===== src/rtl/grpsc_pkg.sv =====
// constants and types shared by the graphics rail power state control
package grpsc_pkg;

	// ------------------------------------------------------------
	// timing
	// ------------------------------------------------------------
	localparam int unsigned CLK_PERIOD_NS  = 5;
	localparam int unsigned VID_STEP_NS    = 500;
	localparam int unsigned VID_STEP_CYC   = VID_STEP_NS / CLK_PERIOD_NS;
	localparam logic [6:0]  VID_STEP_LAST  = 7'(VID_STEP_CYC - 1);
	localparam logic [1:0]  STRAP_SETTLE   = 2'h3;

	// ------------------------------------------------------------
	// register map
	// ------------------------------------------------------------
	localparam logic [3:0]  ADDR_VID       = 4'h0;
	localparam logic [3:0]  ADDR_PS        = 4'h1;
	localparam logic [3:0]  ADDR_OFS       = 4'h2;
	localparam logic [3:0]  ADDR_STAT      = 4'h3;
	localparam logic [7:0]  VID_RESET      = 8'h00;
	localparam logic [7:0]  OFS_RESET      = 8'h00;
	localparam logic [7:0]  PS_FULL_CODE   = 8'h00;
	localparam logic [7:0]  PS_LIGHT_CODE  = 8'h02;

	// status bit positions
	localparam int unsigned ST_LIGHT       = 0;
	localparam int unsigned ST_RAIL_EN     = 1;
	localparam int unsigned ST_REACHED     = 2;
	localparam int unsigned ST_FIRST_VID   = 3;
	localparam int unsigned ST_PIN_OFS     = 4;
	localparam int unsigned ST_ADD_SERIAL_VOLTAGE_ID_BUS    = 5;
	localparam int unsigned ST_PCF         = 6;
	localparam int unsigned ST_REJECT      = 7;

	// dac code for 1.2 V: 0.25 V at code 1, 5 mV per step
	localparam logic [7:0]  DAC_PCF_THRESH = 8'hbf;

	// pin synchroniser lanes
	localparam int unsigned PIN_DISABLE    = 0;
	localparam int unsigned PIN_GROUNDED   = 1;
	localparam int unsigned PIN_SEL_ABOVE  = 2;
	localparam int unsigned PIN_COUNT      = 3;

	typedef enum logic {
		full_power_state,
		light_load_state
	} grpsc_ps_type;

endpackage


===== src/rtl/grpsc_vid_if.sv =====
// voltage-id carrier between the controller, slew unit and offset unit
`timescale 1ns/1ps
`default_nettype none
interface grpsc_vid_if;
	logic       load;
	logic [7:0] target;
	logic [7:0] dac;
	logic       reached;
	logic       first_valid;

	modport ctrl (output load, output target, input dac, input reached, input first_valid);
	modport slew (input load, input target, output dac, output reached, output first_valid);
	modport ofs  (input first_valid);
endinterface
`default_nettype wire


===== src/rtl/grpsc_ctrl.sv =====
// graphics rail power state controller top with register port
// Function
// - after reset the rail starts in full power, continuous conduction.
// - an accepted power-state command changes the state on the next edge.
// - light load means single phase with diode emulation, driver may tri-state.
// - a set-voltage-id command forces the rail back to full power.
// - after reaching target the rail stays full power, old request forgotten.
// - pin offset enable is caught once after reset and then held.
// - after the first valid vid the offset-select sink current turns on.
// - with pin offset on, bus offset added only when select pin above 1 V.
// - dac target above 1.2 V selects the pseudo constant frequency on-time.
// - with the rail disabled every bus command for it is rejected.
//
// Added by the designer: the register offsets and the strobed register port.
`timescale 1ns/1ps
`default_nettype none
module grpsc_ctrl (
	input  wire logic       clk_sys_i,
	input  wire logic       arst_n_i,
	input  wire logic [3:0] addr_i,
	input  wire logic [7:0] wdata_i,
	input  wire logic       wr_i,
	input  wire logic       rd_i,
	output var  logic [7:0] rdata_o,
	input  wire logic       rail_disable_i,
	input  wire logic       pin_offset_grounded_i,
	input  wire logic       offset_select_above_i,
	output var  logic       diode_emul_en_o,
	output var  logic       single_phase_o,
	output var  logic       pcf_mode_o,
	output var  logic [7:0] dac_code_o,
	output var  logic [7:0] serial_voltage_id_bus_offset_o,
	output var  logic       serial_voltage_id_bus_offset_add_o,
	output var  logic       pin_offset_en_o,
	output var  logic       sink_current_en_o
);

	// ------------------------------------------------------------
	// pin synchronisers
	// ------------------------------------------------------------
	logic [grpsc_pkg::PIN_COUNT-1:0] pin_raw;
	logic [grpsc_pkg::PIN_COUNT-1:0] pin_meta;
	logic [grpsc_pkg::PIN_COUNT-1:0] pin_sync;

	assign pin_raw[grpsc_pkg::PIN_DISABLE]   = rail_disable_i;
	assign pin_raw[grpsc_pkg::PIN_GROUNDED]  = pin_offset_grounded_i;
	assign pin_raw[grpsc_pkg::PIN_SEL_ABOVE] = offset_select_above_i;

	// comparator outputs are asynchronous to the clock
	for (genvar i = 0; i < grpsc_pkg::PIN_COUNT; i++) begin : g_sync
		always_ff @(posedge clk_sys_i or negedge arst_n_i) begin
			if (!arst_n_i) begin
				pin_meta[i] <= 1'b0;
				pin_sync[i] <= 1'b0;
			end else begin
				pin_meta[i] <= pin_raw[i];
				pin_sync[i] <= pin_meta[i];
			end
		end
	end

	logic rail_dis;
	assign rail_dis = pin_sync[grpsc_pkg::PIN_DISABLE];

	// ------------------------------------------------------------
	// command decode
	// ------------------------------------------------------------
	logic cmd_wr;
	logic vid_acc;
	logic ps_acc;
	logic ofs_acc;
	logic ps_code_ok;
	logic reject;
	logic stat_clr;

	assign cmd_wr     = wr_i && (addr_i == grpsc_pkg::ADDR_VID || addr_i == grpsc_pkg::ADDR_PS ||
	                             addr_i == grpsc_pkg::ADDR_OFS);
	assign ps_code_ok = (wdata_i == grpsc_pkg::PS_FULL_CODE) || (wdata_i == grpsc_pkg::PS_LIGHT_CODE);
	assign vid_acc    = wr_i && !rail_dis && addr_i == grpsc_pkg::ADDR_VID;
	assign ps_acc     = wr_i && !rail_dis && addr_i == grpsc_pkg::ADDR_PS && ps_code_ok;
	assign ofs_acc    = wr_i && !rail_dis && addr_i == grpsc_pkg::ADDR_OFS;
	// unsupported power-state codes are refused like a disabled rail
	assign reject     = (cmd_wr && rail_dis) ||
	                    (wr_i && !rail_dis && addr_i == grpsc_pkg::ADDR_PS && !ps_code_ok);
	assign stat_clr   = wr_i && addr_i == grpsc_pkg::ADDR_STAT && wdata_i[grpsc_pkg::ST_REJECT];

	// ------------------------------------------------------------
	// vid and offset units
	// ------------------------------------------------------------
	grpsc_vid_if vid ();

	assign vid.load   = vid_acc;
	assign vid.target = wdata_i;

	grpsc_vid_slew u_slew (
		.clk_sys_i (clk_sys_i),
		.arst_n_i  (arst_n_i),
		.vid       (vid.slew)
	);

	grpsc_ofs_sel u_ofs (
		.clk_sys_i    (clk_sys_i),
		.arst_n_i     (arst_n_i),
		.vid          (vid.ofs),
		.grounded_i   (pin_sync[grpsc_pkg::PIN_GROUNDED]),
		.sel_above_i  (pin_sync[grpsc_pkg::PIN_SEL_ABOVE]),
		.pin_ofs_en_o (pin_offset_en_o),
		.sink_en_o    (sink_current_en_o),
		.add_serial_voltage_id_bus_o   (serial_voltage_id_bus_offset_add_o)
	);

	// ------------------------------------------------------------
	// power state
	// ------------------------------------------------------------
	grpsc_pkg::grpsc_ps_type ps_state;
	grpsc_pkg::grpsc_ps_type next_ps_state;

	always_comb begin
		next_ps_state = ps_state;
		if (vid_acc) begin
			next_ps_state = grpsc_pkg::full_power_state;
		end else if (ps_acc) begin
			next_ps_state = (wdata_i == grpsc_pkg::PS_LIGHT_CODE) ? grpsc_pkg::light_load_state
			                                                       : grpsc_pkg::full_power_state;
		end
	end

	// light load is only re-entered by a fresh command, never by reaching target
	always_ff @(posedge clk_sys_i or negedge arst_n_i) begin
		if (!arst_n_i) begin
			ps_state <= grpsc_pkg::full_power_state;
		end else begin
			ps_state <= next_ps_state;
		end
	end

	// driver outputs follow the state bit one cycle later
	always_ff @(posedge clk_sys_i or negedge arst_n_i) begin
		if (!arst_n_i) begin
			diode_emul_en_o <= 1'b0;
			single_phase_o  <= 1'b0;
		end else begin
			diode_emul_en_o <= (ps_state == grpsc_pkg::light_load_state);
			single_phase_o  <= (ps_state == grpsc_pkg::light_load_state);
		end
	end

	// ------------------------------------------------------------
	// dac, on-time regime and bus offset
	// ------------------------------------------------------------
	logic [7:0] ofs_code;

	always_ff @(posedge clk_sys_i or negedge arst_n_i) begin
		if (!arst_n_i) begin
			ofs_code <= grpsc_pkg::OFS_RESET;
		end else if (ofs_acc) begin
			ofs_code <= wdata_i;
		end
	end

	always_ff @(posedge clk_sys_i or negedge arst_n_i) begin
		if (!arst_n_i) begin
			dac_code_o    <= grpsc_pkg::VID_RESET;
			pcf_mode_o    <= 1'b0;
			serial_voltage_id_bus_offset_o <= grpsc_pkg::OFS_RESET;
		end else begin
			dac_code_o    <= vid.dac;
			pcf_mode_o    <= (vid.dac > grpsc_pkg::DAC_PCF_THRESH);
			serial_voltage_id_bus_offset_o <= serial_voltage_id_bus_offset_add_o ? ofs_code : grpsc_pkg::OFS_RESET;
		end
	end

	// ------------------------------------------------------------
	// status and read port
	// ------------------------------------------------------------
	logic       reject_flag;
	logic [7:0] stat;

	// a reject in the clearing cycle keeps the flag set
	always_ff @(posedge clk_sys_i or negedge arst_n_i) begin
		if (!arst_n_i) begin
			reject_flag <= 1'b0;
		end else if (reject) begin
			reject_flag <= 1'b1;
		end else if (stat_clr) begin
			reject_flag <= 1'b0;
		end
	end

	always_comb begin
		stat                          = 8'h00;
		stat[grpsc_pkg::ST_LIGHT]     = (ps_state == grpsc_pkg::light_load_state);
		stat[grpsc_pkg::ST_RAIL_EN]   = !rail_dis;
		stat[grpsc_pkg::ST_REACHED]   = vid.reached;
		stat[grpsc_pkg::ST_FIRST_VID] = vid.first_valid;
		stat[grpsc_pkg::ST_PIN_OFS]   = pin_offset_en_o;
		stat[grpsc_pkg::ST_ADD_SERIAL_VOLTAGE_ID_BUS]  = serial_voltage_id_bus_offset_add_o;
		stat[grpsc_pkg::ST_PCF]       = pcf_mode_o;
		stat[grpsc_pkg::ST_REJECT]    = reject_flag;
	end

	logic vid_tgt_wr;
	logic [7:0] vid_tgt;
	assign vid_tgt_wr = vid_acc;

	always_ff @(posedge clk_sys_i or negedge arst_n_i) begin
		if (!arst_n_i) begin
			vid_tgt <= grpsc_pkg::VID_RESET;
		end else if (vid_tgt_wr) begin
			vid_tgt <= wdata_i;
		end
	end

	// data stands one cycle only, zero otherwise and for unmapped addresses
	always_ff @(posedge clk_sys_i or negedge arst_n_i) begin
		if (!arst_n_i) begin
			rdata_o <= 8'h00;
		end else if (rd_i) begin
			unique case (addr_i)
				grpsc_pkg::ADDR_VID:  rdata_o <= vid_tgt;
				grpsc_pkg::ADDR_PS:   rdata_o <= (ps_state == grpsc_pkg::light_load_state) ?
				                                 grpsc_pkg::PS_LIGHT_CODE : grpsc_pkg::PS_FULL_CODE;
				grpsc_pkg::ADDR_OFS:  rdata_o <= ofs_code;
				grpsc_pkg::ADDR_STAT: rdata_o <= stat;
				default:              rdata_o <= 8'h00;
			endcase
		end else begin
			rdata_o <= 8'h00;
		end
	end

	logic any_ps_cmd;
	always_ff @(posedge clk_sys_i or negedge arst_n_i) begin
		if (!arst_n_i) begin
			any_ps_cmd <= 1'b0;
		end else if (ps_acc) begin
			any_ps_cmd <= 1'b1;
		end
	end
endmodule
`default_nettype wire


===== src/rtl/grpsc_vid_slew.sv =====
// dac code stepper that walks the output toward the commanded vid
`timescale 1ns/1ps
`default_nettype none
module grpsc_vid_slew (
	input  wire logic clk_sys_i,
	input  wire logic arst_n_i,
	grpsc_vid_if.slew vid
);
	logic [6:0] step_cnt;
	logic       step_en;
	logic [7:0] tgt;

	// ------------------------------------------------------------
	// step enable divider
	// ------------------------------------------------------------
	always_ff @(posedge clk_sys_i or negedge arst_n_i) begin
		if (!arst_n_i) begin
			step_cnt <= 7'h00;
			step_en  <= 1'b0;
		end else begin
			step_en  <= (step_cnt == grpsc_pkg::VID_STEP_LAST);
			step_cnt <= (step_cnt == grpsc_pkg::VID_STEP_LAST) ? 7'h00 : step_cnt + 7'h01;
		end
	end

	// ------------------------------------------------------------
	// target and dac walk
	// ------------------------------------------------------------
	always_ff @(posedge clk_sys_i or negedge arst_n_i) begin
		if (!arst_n_i) begin
			tgt             <= grpsc_pkg::VID_RESET;
			vid.first_valid <= 1'b0;
		end else if (vid.load) begin
			tgt             <= vid.target;
			vid.first_valid <= 1'b1;
		end
	end

	always_ff @(posedge clk_sys_i or negedge arst_n_i) begin
		if (!arst_n_i) begin
			vid.dac <= grpsc_pkg::VID_RESET;
		end else if (step_en && vid.dac < tgt) begin
			vid.dac <= vid.dac + 8'h01;
		end else if (step_en && vid.dac > tgt) begin
			vid.dac <= vid.dac - 8'h01;
		end
	end

	// cleared by a new load so a stale match never reads as done
	always_ff @(posedge clk_sys_i or negedge arst_n_i) begin
		if (!arst_n_i) begin
			vid.reached <= 1'b1;
		end else begin
			vid.reached <= (vid.dac == tgt) && !vid.load;
		end
	end
endmodule
`default_nettype wire


===== src/rtl/grpsc_ofs_sel.sv =====
// pin offset strap capture, sink current and bus offset selection
`timescale 1ns/1ps
`default_nettype none
module grpsc_ofs_sel (
	input  wire logic clk_sys_i,
	input  wire logic arst_n_i,
	grpsc_vid_if.ofs  vid,
	input  wire logic grounded_i,
	input  wire logic sel_above_i,
	output var  logic pin_ofs_en_o,
	output var  logic sink_en_o,
	output var  logic add_serial_voltage_id_bus_o
);
	logic [1:0] settle;
	logic       captured;

	// ------------------------------------------------------------
	// strap capture after the synchroniser has filled
	// ------------------------------------------------------------
	always_ff @(posedge clk_sys_i or negedge arst_n_i) begin
		if (!arst_n_i) begin
			settle       <= 2'h0;
			captured     <= 1'b0;
			pin_ofs_en_o <= 1'b0;
		end else if (!captured) begin
			settle <= settle + 2'h1;
			if (settle == grpsc_pkg::STRAP_SETTLE) begin
				captured     <= 1'b1;
				pin_ofs_en_o <= !grounded_i;
			end
		end
	end

	always_ff @(posedge clk_sys_i or negedge arst_n_i) begin
		if (!arst_n_i) begin
			sink_en_o <= 1'b0;
		end else if (vid.first_valid) begin
			sink_en_o <= 1'b1;
		end
	end

	// once the strap is captured, with pin offset off the bus offset always applies
	always_ff @(posedge clk_sys_i or negedge arst_n_i) begin
		if (!arst_n_i) begin
			add_serial_voltage_id_bus_o <= 1'b0;
		end else begin
			add_serial_voltage_id_bus_o <= captured && (!pin_ofs_en_o || (sink_en_o && sel_above_i));
		end
	end
endmodule
`default_nettype wire


===== config.mk =====
export PLATFORM = sky130hd
export DESIGN_NAME = grpsc_ctrl
export DESIGN_NICKNAME = d
export VERILOG_FILES = /design/src/rtl/grpsc_pkg.sv /design/src/rtl/grpsc_vid_if.sv /design/src/rtl/grpsc_ctrl.sv /design/src/rtl/grpsc_vid_slew.sv /design/src/rtl/grpsc_ofs_sel.sv
export SDC_FILE = /design/constraint.sdc
export NUM_CORES = 1
export LEC_CHECK = 0
export BUFFER_PORTS_ARGS = -buffer_cell sky130_fd_sc_hd__buf_2
export CAP_MARGIN = 20
export CORE_UTILIZATION = 55
export CTS_BUF_LIST = sky130_fd_sc_hd__clkbuf_2 sky130_fd_sc_hd__clkbuf_4 sky130_fd_sc_hd__clkbuf_8
export CTS_CLUSTER_SIZE = 16
export DETAILED_ROUTE_END_ITERATION = 10
export GPL_TIMING_DRIVEN = 0
export PLACE_DENSITY_LB_ADDON = 0.08
export SYNTH_ARGS = -nofsm -noshare
export SYNTH_HDL_FRONTEND = slang
export SYNTH_SLANG_ARGS = --single-unit

===== constraint.sdc =====
create_clock -name clk_sys_i -period 3.6 [get_ports clk_sys_i]
set_clock_uncertainty 0.05 [all_clocks]
set_input_delay 0.36 -clock clk_sys_i [delete_from_list [all_inputs] [get_ports clk_sys_i]]
set_output_delay 0.36 -clock clk_sys_i [all_outputs]
set_load 0.01 [all_outputs]

==> impl_results.md, run 1 <==
- Status: completed
- Die area: 0.00614 mm^2
- Worst-Skew Late Latency: 340 ps
- F_max: 314 MHz
- Tcrit/Tclk final: 0.883
- H-tree levels: 3
- Initial antenna violation count: 0
- Crit Path Max Fanout: 8
- Yosys top cell area share: 0.569
- Post-DP Area: 0.00354 mm^2
- Final setup fails: 0
- Crit path from: u_slew.vid.dac[7]$_DFFE_PN0P_
- DRT Wirelength: 5.61 mm
- CP Cell Sequence: ha_1 > and3_1 > a221oi_1 > o21a_1 > inv_1 > fa_1 > a211oi_1 > o21bai_1 > a21oi_1 > xnor2_1 > mux2_2
- Main synth FF type: dfrtp_1
- Fraction of layout cells with a size suffix above 1: 0.289
- Worst path depth: 11
- Worst EP arrival: 3370 ps
- GRT Total Usage: 0.217
- Critical Setup Path Class: reg2reg
- Worst path buffer plus inverter count: 1
- Syn_nets: 297
- Area Growth Syn to Fin: 16.1%
- Synth top cells by count: dfrtp_1 (73), nor2_1 (22), ha_1 (16), mux2_2 (16), a21oi_1 (14)
- Kind of end point of the critical path: register
- Synth warn: 0
- Largest net degree at the start of global routing: 75
- Worst path max stage delay: 470 ps
- Placed wire-length estimate: 3.95 mm
- Post-CTS setup buffers: 0
- Worst-case reg-to-reg path depth: 11
- Post-Syn Area: 0.00321 mm^2
- Clock transition at the registers of the reported paths: 80 ps
- Synth area leaders: dfrtp_1 (57%), ha_1 (6.2%), mux2_2 (5.6%)
- Vias in the first global route: 2165
- Yosys top cell by area: dfrtp_1
- Hold buffer count at cts: 0
- # clock sinks: 74
- Synth Register Bits: 74
- GPL Wtd Cong: 0.738
- Worst VDD drop: 0.336 mV
- Most common cell in the netlist: dfrtp_1
- WP data required: 3790 ps
- Distinct cells, synth: 42
- Root Driver: clkbuf_8
- Die height: 78.4 um
- Mean Syn Cell Area: 12.3 um^2
- DRC Markers: 0
- RSZ-0062 raised after global routing: no
- # resized after CTS: 0
- Final core utilization: 0.668
- Hold/Removal Path Class: in2async
- CTS tree: done
- EDFF count, synth: 0
- Crit-path slowest cell: fa_1
- Ports: 49
- Worst-margin pin slew: 890 ps
- Slew margin rel.: 0.407
- Setup tns final: 0 ps
- Leak: 1.88 nW
- Reg2Reg Launch Point: u_slew.vid.dac[7]$_DFFE_PN0P_
- IO Port Bufs: 48
- Max-cap violations: 0
- Die span in x: 78.4 um
- Worst setup SP type: register
- Pwr per Cell Area: 458 mW/mm^2
- Final Instance Area: 0.00373 mm^2
- Syn Inst Count: 261
- WHS: 66.2 ps
- Reg2reg setup slack: 420 ps
- Hold Vio Cnt, Final: 0
- Fraction of registers with async set/reset: 1.00
- Num CTS Buffers: 9
- DRT Pass-1 Iters: 4
- Slew Limit Fails: 0
- Core Footprint: 0.00557 mm^2
- Maximum root-to-sink buffer count: 2
- Via/cell ratio: 5.21
- Diodes inserted: 0
- Crit path to: u_slew.vid.dac[6]$_DFFE_PN0P_
- First-pass GRT wire length: 9.97 mm
- WL/cell: 14.1 um
- R2R Path End: u_slew.vid.dac[6]$_DFFE_PN0P_
- NumNets Final: 356
- Vias: 2069
- Register area share after synthesis: 0.578
- DRT iter0 DRCs: 84
- DRT antenna net count: 0
- Fin crit period: 3180 ps
- Crit-path leading delay family: compound AO/OA/AOI/OAI gates
- Core Rows: 27
- Global route overflow: 0
- Initial Utilization: 0.576
==> placed cells by master (no fill, tap or decap), types with 2 or more instances in the layout <==
master,n
a21oi_1,14
nand4_1,4
clkbuf_8,11
inv_1,10
nand2_1,13
clkinv_2,2
and2_1,11
dfrtp_1,73
clkbuf_1,2
mux2_2,16
and3_1,2
nor2_1,22
o21a_1,2
a21o_1,4
or2_2,3
mux2i_1,10
buf_2,49
xor2_1,3
xnor2_1,9
nand3_1,5
a211oi_1,3
ha_1,16
buf_4,2
o21ai_0,13
o211ai_1,2
nand2b_1,3
==> worst register-to-register path: cells and delay by family (launching register included) <==
| family | cells | cell delay (ps) |
|---|---|---|
| DFF | 1 | 440 |
| and+or+nand+nor | 1 | 200 |
| AOI/OAI and AO/OA | 5 | 1110 |
| adders and majority gates | 2 | 800 |
| xor gates and xnor gates | 1 | 80 |
| buffers and inverters | 1 | 160 |
| muxes | 1 | 250 |
==> per-stage QoR <==
stage	setup slack, ps	instances	total power [mW]
2_1_floorplan	737	261	1.05
3_3_place_gp	516	381	1.12
3_5_place_dp	471	381	1.13
4_1_cts	455	397	1.72
5_1_grt	248	397	1.78
6_report	420	397	1.71
==> per-layer routing <==
metal	wire length (um)	vias up	track usage	share of wire
met3	202	10	0.0500	0.036
met5	0	-	0	0
met4	112	0	0.100	0.020
met2	2720	46	0.350	0.49
met1	2570	990	0.278	0.46
li1	-	1023	-	-
==> power by group <==
group	leakage, nW	switching, mW	total [mW]	internal [mW]
clock	0.0958	0.299	0.594	0.295
sequential	0.940	0.0341	0.927	0.893
combinational	0.848	0.101	0.186	0.0844
total	1.88	0.434	1.71	1.27
==> area by class of cell <==
| type | instances | area [um^2] |
|---|---|---|
| Tap cell | 72 | 90.1 |
| Buffer | 5 | 25.0 |
| Inverter | 10 | 37.5 |
| Fill cell | 446 | 1850 |
| Clock buffer | 12 | 159 |
| Multi-Input combinational cell | 172 | 1290 |
| Timing Repair Buffer | 48 | 243 |
| Sequential cell | 74 | 1850 |
| Clock inverter | 4 | 26.3 |
==> sequential cells by signal, indices dropped and copies added, names as in the netlist, 2 cells and up <==
| signal | cells |
|---|---|
| u_slew.vid.dac | 8 |
| u_slew.tgt | 8 |
| u_ofs.settle | 2 |
| pin_meta | 3 |
| u_slew.step_cnt | 7 |
| dac_code_o | 8 |
| serial_voltage_id_bus_offset_o | 8 |
| pin_sync | 2 |
| rdata_o | 8 |
| ofs_code | 8 |
==> worst min-delay path by stage <==
stage	slack, ps	end	startpoint	cells after the start
2_1_floorplan	10	dac_code_o[0]$_DFF_PN0_	arst_n_i	0
3_3_place_gp	280	rail_dis$_DFF_PN0_	pin_meta[0]$_DFF_PN0_	0
3_5_place_dp	290	pin_sync[2]$_DFF_PN0_	pin_meta[2]$_DFF_PN0_	0
4_1_cts	50	pin_meta[1]$_DFF_PN0_	pin_offset_grounded_i	1
5_1_grt	60	pin_meta[1]$_DFF_PN0_	pin_offset_grounded_i	1
6_report	70	serial_voltage_id_bus_offset_o[1]$_DFF_PN0_	arst_n_i	1
==> cell families (layout without fill, tap and decap cells) <==
logic type,after synthesis,in the layout,share of synthesized area
buf+inv,15,79,0.0195
mux,27,27,0.0944
xor+xnor,12,12,0.0328
flops,74,74,0.578
simple gates,74,74,0.130
fa+ha+maj,17,17,0.0686
compound gates,42,42,0.0772
(Power assumes the default switching activity.)
==> run 2: changes to the inputs <==
--- a/config.mk
+++ b/config.mk
@@ -7,7 +7,7 @@
 export LEC_CHECK = 0
 export BUFFER_PORTS_ARGS = -buffer_cell sky130_fd_sc_hd__buf_2
 export CAP_MARGIN = 20
-export CORE_UTILIZATION = 55
+export CORE_UTILIZATION = 53
 export CTS_BUF_LIST = sky130_fd_sc_hd__clkbuf_2 sky130_fd_sc_hd__clkbuf_4 sky130_fd_sc_hd__clkbuf_8
 export CTS_CLUSTER_SIZE = 16
 export DETAILED_ROUTE_END_ITERATION = 10
==> constraint.sdc (replaced) <==
create_clock -name clk_sys_i -period 2.6 [get_ports clk_sys_i]
set_clock_uncertainty 0.05 [all_clocks]
set_input_delay 0.39 -clock clk_sys_i [delete_from_list [all_inputs] [get_ports clk_sys_i]]
set_output_delay 0.39 -clock clk_sys_i [all_outputs]
set_load 0.01 [all_outputs]
==> run 2 against run 1 <==
  * The run now ends with setup timing left
  * Sequential power grew 39%
  * Largest cell class unchanged
  * Global-route usage grew 0.067 points
  * Non-clock buffer count up 15
  * First-iteration DRC count down 3.6%
  * Sequential share of layout area down 3.6 points
  * Combinational power rose by 62%
  * Highest routed layer unchanged
  * Cell area increased by 8.1%
  * Power rose by 52%
  * Clock-buffer cell count grew 1
  * Critical path depth grew 2
  * Largest power group unchanged
==> impl_results.md, run 2 (same netlist as run 1, synthesis figures left out) <==
- DRT Wirelength: 6.03 mm (+7.6%)
- Placed cells: 381 (unchanged)
- WHS: 100 ps (+34.0 ps)
- Final Non-Filler Cells: 411 (+3.5%)
- Met2 Resource Use GR: 0.348 (-0.00214)
- Initial antenna violation count: 0 (unchanged)
- Final Instance Area: 0.00403 mm^2 (+8.1%)
- Via/cell ratio: 5.21 (about the same)
- Root Driver: clkbuf_8
- Most common cell after layout, fill and taps aside: dfrtp_1
- Post-DP Area: 0.00361 mm^2 (+1.9%)
- Clock transition at the registers of the reported paths: 70 ps (about the same)
- Vias in the first global route: 2149 (-0.74%)
- Setup tns final: -816 ps (-816 ps)
- Placed wire-length estimate: 3.86 mm (-2.3%)
- Critical Setup Path Class: reg2reg
- F_max: 356 MHz (+13%)
- Ports: 49 (unchanged)
- NumNets Final: 371 (+4.2%)
- Worst-margin pin slew: 886 ps (-3.67 ps)
- Slew margin rel.: 0.409 (+0.00244)
- Final Worst Setup Slack: -209 ps (-629 ps)
- DRT Pass-1 Iters: 4 (unchanged)
- Global route overflow: 0 (unchanged)
- Filler Cell Count: 448 (+0.45%)
- Status: complete, but fails checks
- RSZ-0062 raised after global routing: yes
- Tcrit/Tclk final: 1.08 (+0.197)
- Worst VDD drop: 0.379 mV (+13%)
- Num CTS Buffers: 9 (unchanged)
- Initial Utilization: 0.565 (-0.0103)
- DRT iter0 DRCs: 81 (-3.6%)
- DRC Markers: 0 (unchanged)
- GPL Wtd Cong: 0.744 (+0.84%)
- Die area: 0.00637 mm^2 (+3.7%)
- GRT Total Usage: 0.217 (+0.000669)
- Hold buffer count at cts: 0 (unchanged)
- Multi-input gate area: 0.00142 mm^2 (+10%)
- Flip-flop and latch area: 0.00186 mm^2 (+0.20%)
- IO Port Bufs: 48 (unchanged)
- Core Rows: 27 (unchanged)
- Final core utilization: 0.710 (+0.0412)
- Final setup fails: 6 (+6)
- Commonest non-fill, non-tap cells in the layout: dfrtp_1 (70), buf_2 (49), nor2_1 (22), mux2_2 (14), buf_4 (14)
- Core Footprint: 0.00568 mm^2 (+1.8%)
- Fraction of layout cells with a size suffix above 1: 0.381 (+0.0913)
- Leak: 1.98 nW (+5.2%)
- # clock sinks: 74 (unchanged)
- Busiest grt layer: met2
- Met3 Usage GRT: 0.0594 (+0.00943)
- Pwr per Cell Area: 643 mW/mm^2 (+40%)
- Largest net degree at the start of global routing: 75 (unchanged)
- WL/cell: 14.7 um (+3.9%)
- CTS tree: done
- Worst EP arrival: 2990 ps (-380 ps)
- Kind of end point of the critical path: register
- Failing checks: setup timing
- Crit Path Max Fanout: 7 (-1)
- Max-cap violations: 0 (unchanged)
- Diodes inserted: 0 (unchanged)
- WP data required: 2780 ps (-1010 ps)
- Slew Limit Fails: 0 (unchanged)
- Vias: 2142 (+3.5%)
- Maximum root-to-sink buffer count: 2 (unchanged)
- Fin crit period: 2810 ps (-371 ps)
- M1 GR Usage: 0.280 (+0.00263)
- Total Power: 2.59 mW (+52%)
- Worst setup SP type: register
- First-pass GRT wire length: 10.1 mm (+1.7%)
- Die height: 79.8 um (+1.8%)
- DRT antenna net count: 0 (unchanged)
- H-tree levels: 3 (unchanged)
- Worst-Skew Late Latency: 340 ps (about the same)
- Setup WS pre-CTS: -288 ps (-759 ps)
- Hold/Removal Path Class: in2reg
- Area Growth Syn to Fin: 25.5%
- Die span in x: 79.8 um (+1.8%)
- Hold Vio Cnt, Final: 0 (unchanged)
[run 2: changes by cell type in the layout (fill, tap and decap cells not counted), sizes merged]
| cell | previous run | this run |
|---|---|---|
| clkinv | 3 | 0 |
| buf | 51 | 66 |
| clkbuf | 14 | 15 |
| clkinvlp | 1 | 0 |
| bufinv | 0 | 2 |
[run 2: power breakdown]
part	switching (mW)	leakage, nW	internal [mW]
registers	0.0486	0.935	1.24
logic	0.159	0.929	0.144
clock network	0.391	0.117	0.610
total	0.598	1.98	1.99
[run 2: critical path, stage by stage, from the launching register on]
cell	delay, ps
dfrtp_1	400
inv_2	90
ha_4	210
and3_4	190
a221oi_4	290
o21a_1	220
inv_4	80
buf_6	120
ha_4	230
a211oi_2	240
o21bai_1	100
a21oi_1	150
xnor2_1	80
mux2_2	250
[run 2: cell type report]
type / count / share of cell area
multi-input cells: 172 / 0.353
inverters: 10 / 0.00994
plain buffers: 5 / 0.00621
flip-flops and latches: 74 / 0.461
clock inverters: 2 / 0.0149
clock buffers: 13 / 0.0413
repair buffers: 63 / 0.0910
well taps: 72 / 0.0224
[run 2: metal layers]
layer	share of wire	vias to the layer above	wire, um
li1	-	1057	-
met1	0.47	1025	2810
met3	0.045	9	270
met5	0	-	0
met2	0.47	51	2850
met4	0.016	0	95
[run 2: worst paths after layout]
path	start	end	slack, ps	cells past startpoint
setup / recovery	u_slew.tgt[6]$_DFFE_PN0P_	u_slew.vid.dac[6]$_DFFE_PN0P_	-210	13
min in group asynchronous	arst_n_i	single_phase_o$_DFF_PN0_	120	1
setup reg to reg	u_slew.tgt[6]$_DFFE_PN0P_	u_slew.vid.dac[6]$_DFFE_PN0P_	-210	13
hold reg to reg	pin_meta[0]$_DFF_PN0_	rail_dis$_DFF_PN0_	300	0
max in group asynchronous	arst_n_i	u_slew.vid.dac[7]$_DFFE_PN0P_	1750	1
hold / removal	pin_offset_grounded_i	pin_meta[1]$_DFF_PN0_	100	1
[run 2: repair_timing]
action / in CTS / in global routing
pin swaps: 11 / 5
buffers inserted: 8 / 7
cloned: 0 / 0
resized for setup: 11 / 9
setup endpoints to repair: 5 / 6
==> run 3: changes to the inputs <==
--- a/config.mk
+++ b/config.mk
@@ -13,6 +13,7 @@
 export DETAILED_ROUTE_END_ITERATION = 10
 export GPL_TIMING_DRIVEN = 0
 export PLACE_DENSITY_LB_ADDON = 0.08
+export SETUP_SLACK_MARGIN = 0.2
 export SYNTH_ARGS = -nofsm -noshare
 export SYNTH_HDL_FRONTEND = slang
 export SYNTH_SLANG_ARGS = --single-unit
==> run 3 against run 2 <==
  * The flow still finishes with violations (setup timing)
  * Power is 3.8% lower
  * Combinational power is 11% higher
  * Cell area is 2.0% higher
  * Fmax is 1.4% higher
  * Sequential share of layout area is 0.90 points lower
  * Clock power is 14% lower
  * Final cell count is 1.9% higher
  * Worst hold slack better by 0.91 ps
  * Utilization is 1.4 points higher
  * Largest cell class unchanged
  * Highest routed layer unchanged
==> impl_results.md, run 3 (same netlist as run 1, synthesis figures left out) <==
- Fin crit period: 2770 ps (-37.4 ps)
- Clock transition at the registers of the reported paths: 80 ps (about the same)
- Worst-Skew Late Latency: 340 ps (about the same)
- Core Footprint: 0.00568 mm^2 (unchanged)
- Final core utilization: 0.724 (+0.0141)
- Filler Cell Count: 397 (-11%)
- GPL Wtd Cong: 0.728 (-2.3%)
- Root Driver: clkbuf_8
- IO Port Bufs: 48 (unchanged)
- Die span in x: 79.8 um (unchanged)
- Hold Vio Cnt, Final: 0 (unchanged)
- Crit-path leading delay family: compound AO/OA/AOI/OAI gates
- RSZ-0062 raised after global routing: yes
- M1 GR Usage: 0.275 (-0.00535)
- Post-DP Area: 0.00361 mm^2 (+0.21%)
- DRC Markers: 0 (unchanged)
- Maximum root-to-sink buffer count: 2 (unchanged)
- Worst path buffer plus inverter count: 2 (-1)
- Final Instance Area: 0.00411 mm^2 (+2.0%)
- Crit Path Max Fanout: 6 (-1)
- Failing checks: setup timing
- # clock sinks: 74 (unchanged)
- Worst-margin pin slew: 931 ps (+44.9 ps)
- H-tree levels: 3 (unchanged)
- Final setup fails: 6 (unchanged)
- DRT Wirelength: 6.44 mm (+6.8%)
- Ports: 49 (unchanged)
- Commonest non-fill, non-tap cells in the layout: dfrtp_1 (70), buf_2 (49), nor2_1 (22), buf_4 (22)
- WL/cell: 15.4 um (+4.8%)
- Num CTS Buffers: 9 (unchanged)
- NumNets Final: 378 (+1.9%)
- Worst path max stage delay: 430 ps (+30 ps)
- Met2 Resource Use GR: 0.359 (+0.0111)
- Fraction of layout cells with a size suffix above 1: 0.418 (+0.0373)
- Core Rows: 27 (unchanged)
- Leak: 2.01 nW (+1.3%)
- DRT Pass-1 Iters: 4 (unchanged)
- Critical Setup Path Class: reg2reg
- Worst EP arrival: 2940 ps (-50 ps)
- Initial antenna violation count: 0 (unchanged)
- Hold buffer count at cts: 0 (unchanged)
- Initial Utilization: 0.565 (unchanged)
- F_max: 361 MHz (+1.4%)
- Tcrit/Tclk final: 1.07 (-0.0144)
- Worst VDD drop: 0.335 mV (-12%)
- Most common cell after layout, fill and taps aside: dfrtp_1
- Crit-path slowest cell: dfrtp_1
- Die height: 79.8 um (unchanged)
- Area Growth Syn to Fin: 28.0%
- WP data required: 2770 ps (about the same)
- Busiest grt layer: met2
- DRT iter0 DRCs: 74 (-8.6%)
- CP Cell Sequence: ha_4 > and3_4 > a221oi_4 > o21a_1 > inv_4 > fa_2 > buf_4 > a21o_1 > a21oi_2 > xnor2_1 > mux2_4
- Worst setup SP type: register
- Status: complete, but fails checks
- Kind of end point of the critical path: register
- Diodes inserted: 0 (unchanged)
- First-pass GRT wire length: 10.1 mm (unchanged)
- Placed wire-length estimate: 4.11 mm (+6.6%)
- Final Worst Setup Slack: -172 ps (+37.4 ps)
- Die area: 0.00637 mm^2 (unchanged)
- Slew Limit Fails: 0 (unchanged)
- CTS tree: done
- Global route overflow: 0 (unchanged)
- Hold/Removal Path Class: in2reg
- Largest net degree at the start of global routing: 75 (unchanged)
- Max-cap violations: 0 (unchanged)
- Slew margin rel.: 0.374 (-0.0351)
- Vias: 2220 (+3.6%)
- Vias in the first global route: 2158 (+0.42%)
- GRT Total Usage: 0.215 (-0.00208)
- DRT antenna net count: 0 (unchanged)
- Pwr per Cell Area: 606 mW/mm^2 (-5.7%)
- WHS: 101 ps (+0.906 ps)
- Via/cell ratio: 5.30 (+1.7%)
- Setup tns final: -682 ps (+134 ps)
- Met3 Usage GRT: 0.0411 (-0.0183)
-- run 3: cell count changes in the layout (fill, tap and decap cells not counted), sizes merged --
cell and change:
clkinvlp +1, clkinv +5, clkbuf -4, buf +7
bufinv -1
-- run 3: worst paths after layout --
check / startpoint / slack, ps / endpoint / cells past startpoint
min: offset_select_above_i / 100 / pin_meta[2]$_DFF_PN0_ / 1
min in group asynchronous: arst_n_i / 110 / rdata_o[0]$_DFF_PN0_ / 1
min reg2reg: pin_meta[1]$_DFF_PN0_ / 310 / pin_sync[1]$_DFF_PN0_ / 0
max reg2reg: u_slew.vid.dac[7]$_DFFE_PN0P_ / -170 / u_slew.vid.dac[4]$_DFFE_PN0P_ / 11
max: u_slew.vid.dac[7]$_DFFE_PN0P_ / -170 / u_slew.vid.dac[4]$_DFFE_PN0P_ / 11
max in group asynchronous: arst_n_i / 1730 / u_slew.vid.dac[2]$_DFFE_PN0P_ / 1
-- run 3: area by class of cell --
cell class / instances / area [um^2] / area share
Sequential cell: 74 / 1860 / 0.452
Multi-Input combinational cell: 172 / 1490 / 0.362
Timing Repair Buffer: 70 / 415 / 0.101
Clock buffer: 9 / 124 / 0.0302
Tap cell: 72 / 90.1 / 0.0219
Clock inverter: 7 / 70.1 / 0.0171
Inverter: 10 / 40.0 / 0.00975
Buffer: 5 / 25.0 / 0.00609
-- run 3: timing repair --
action,4_1_cts,5_1_grt
pin swaps,18,20
endpoints found under the setup margin,6,7
setup buffers,13,9
gates resized for setup,12,14
-- run 3: routing by layer --
metal / vias to the layer above / wire [um] / part of all wire
met2: 53 / 3280 / 0.51
met4: 0 / 102 / 0.016
met1: 1083 / 2800 / 0.43
li1: 1072 / - / -
met3: 12 / 253 / 0.039
met5: - / 0 / 0
-- run 3: worst register-to-register path, cell delays in order (launching register included) --
cell and delay, ps:
dfrtp_1 430, ha_4 260, and3_4 180, a221oi_4 290
o21a_1 220, inv_4 70, fa_2 380, buf_4 150
a21o_1 150, a21oi_2 140, xnor2_1 70, mux2_4 260
-- run 3: stage by stage --
| step | setup slack [ps] | instances | power (mW) |
|---|---|---|---|
| after floorplan | -52.7 | 261 | 1.47 |
| final | -172 | 419 | 2.49 |
| after global placement | -225 | 381 | 1.57 |
| after global routing | -292 | 419 | 2.60 |
| after CTS | -194 | 410 | 2.47 |
| after detailed placement | -264 | 381 | 1.59 |
-- run 3: power breakdown --
| part | leakage, nW | switching [mW] | total [mW] | internal, mW |
|---|---|---|---|---|
| Combinational | 0.973 | 0.171 | 0.334 | 0.164 |
| Clock | 0.0990 | 0.424 | 0.865 | 0.441 |
| Sequential | 0.935 | 0.0538 | 1.29 | 1.24 |
| Total | 2.01 | 0.649 | 2.49 | 1.84 |
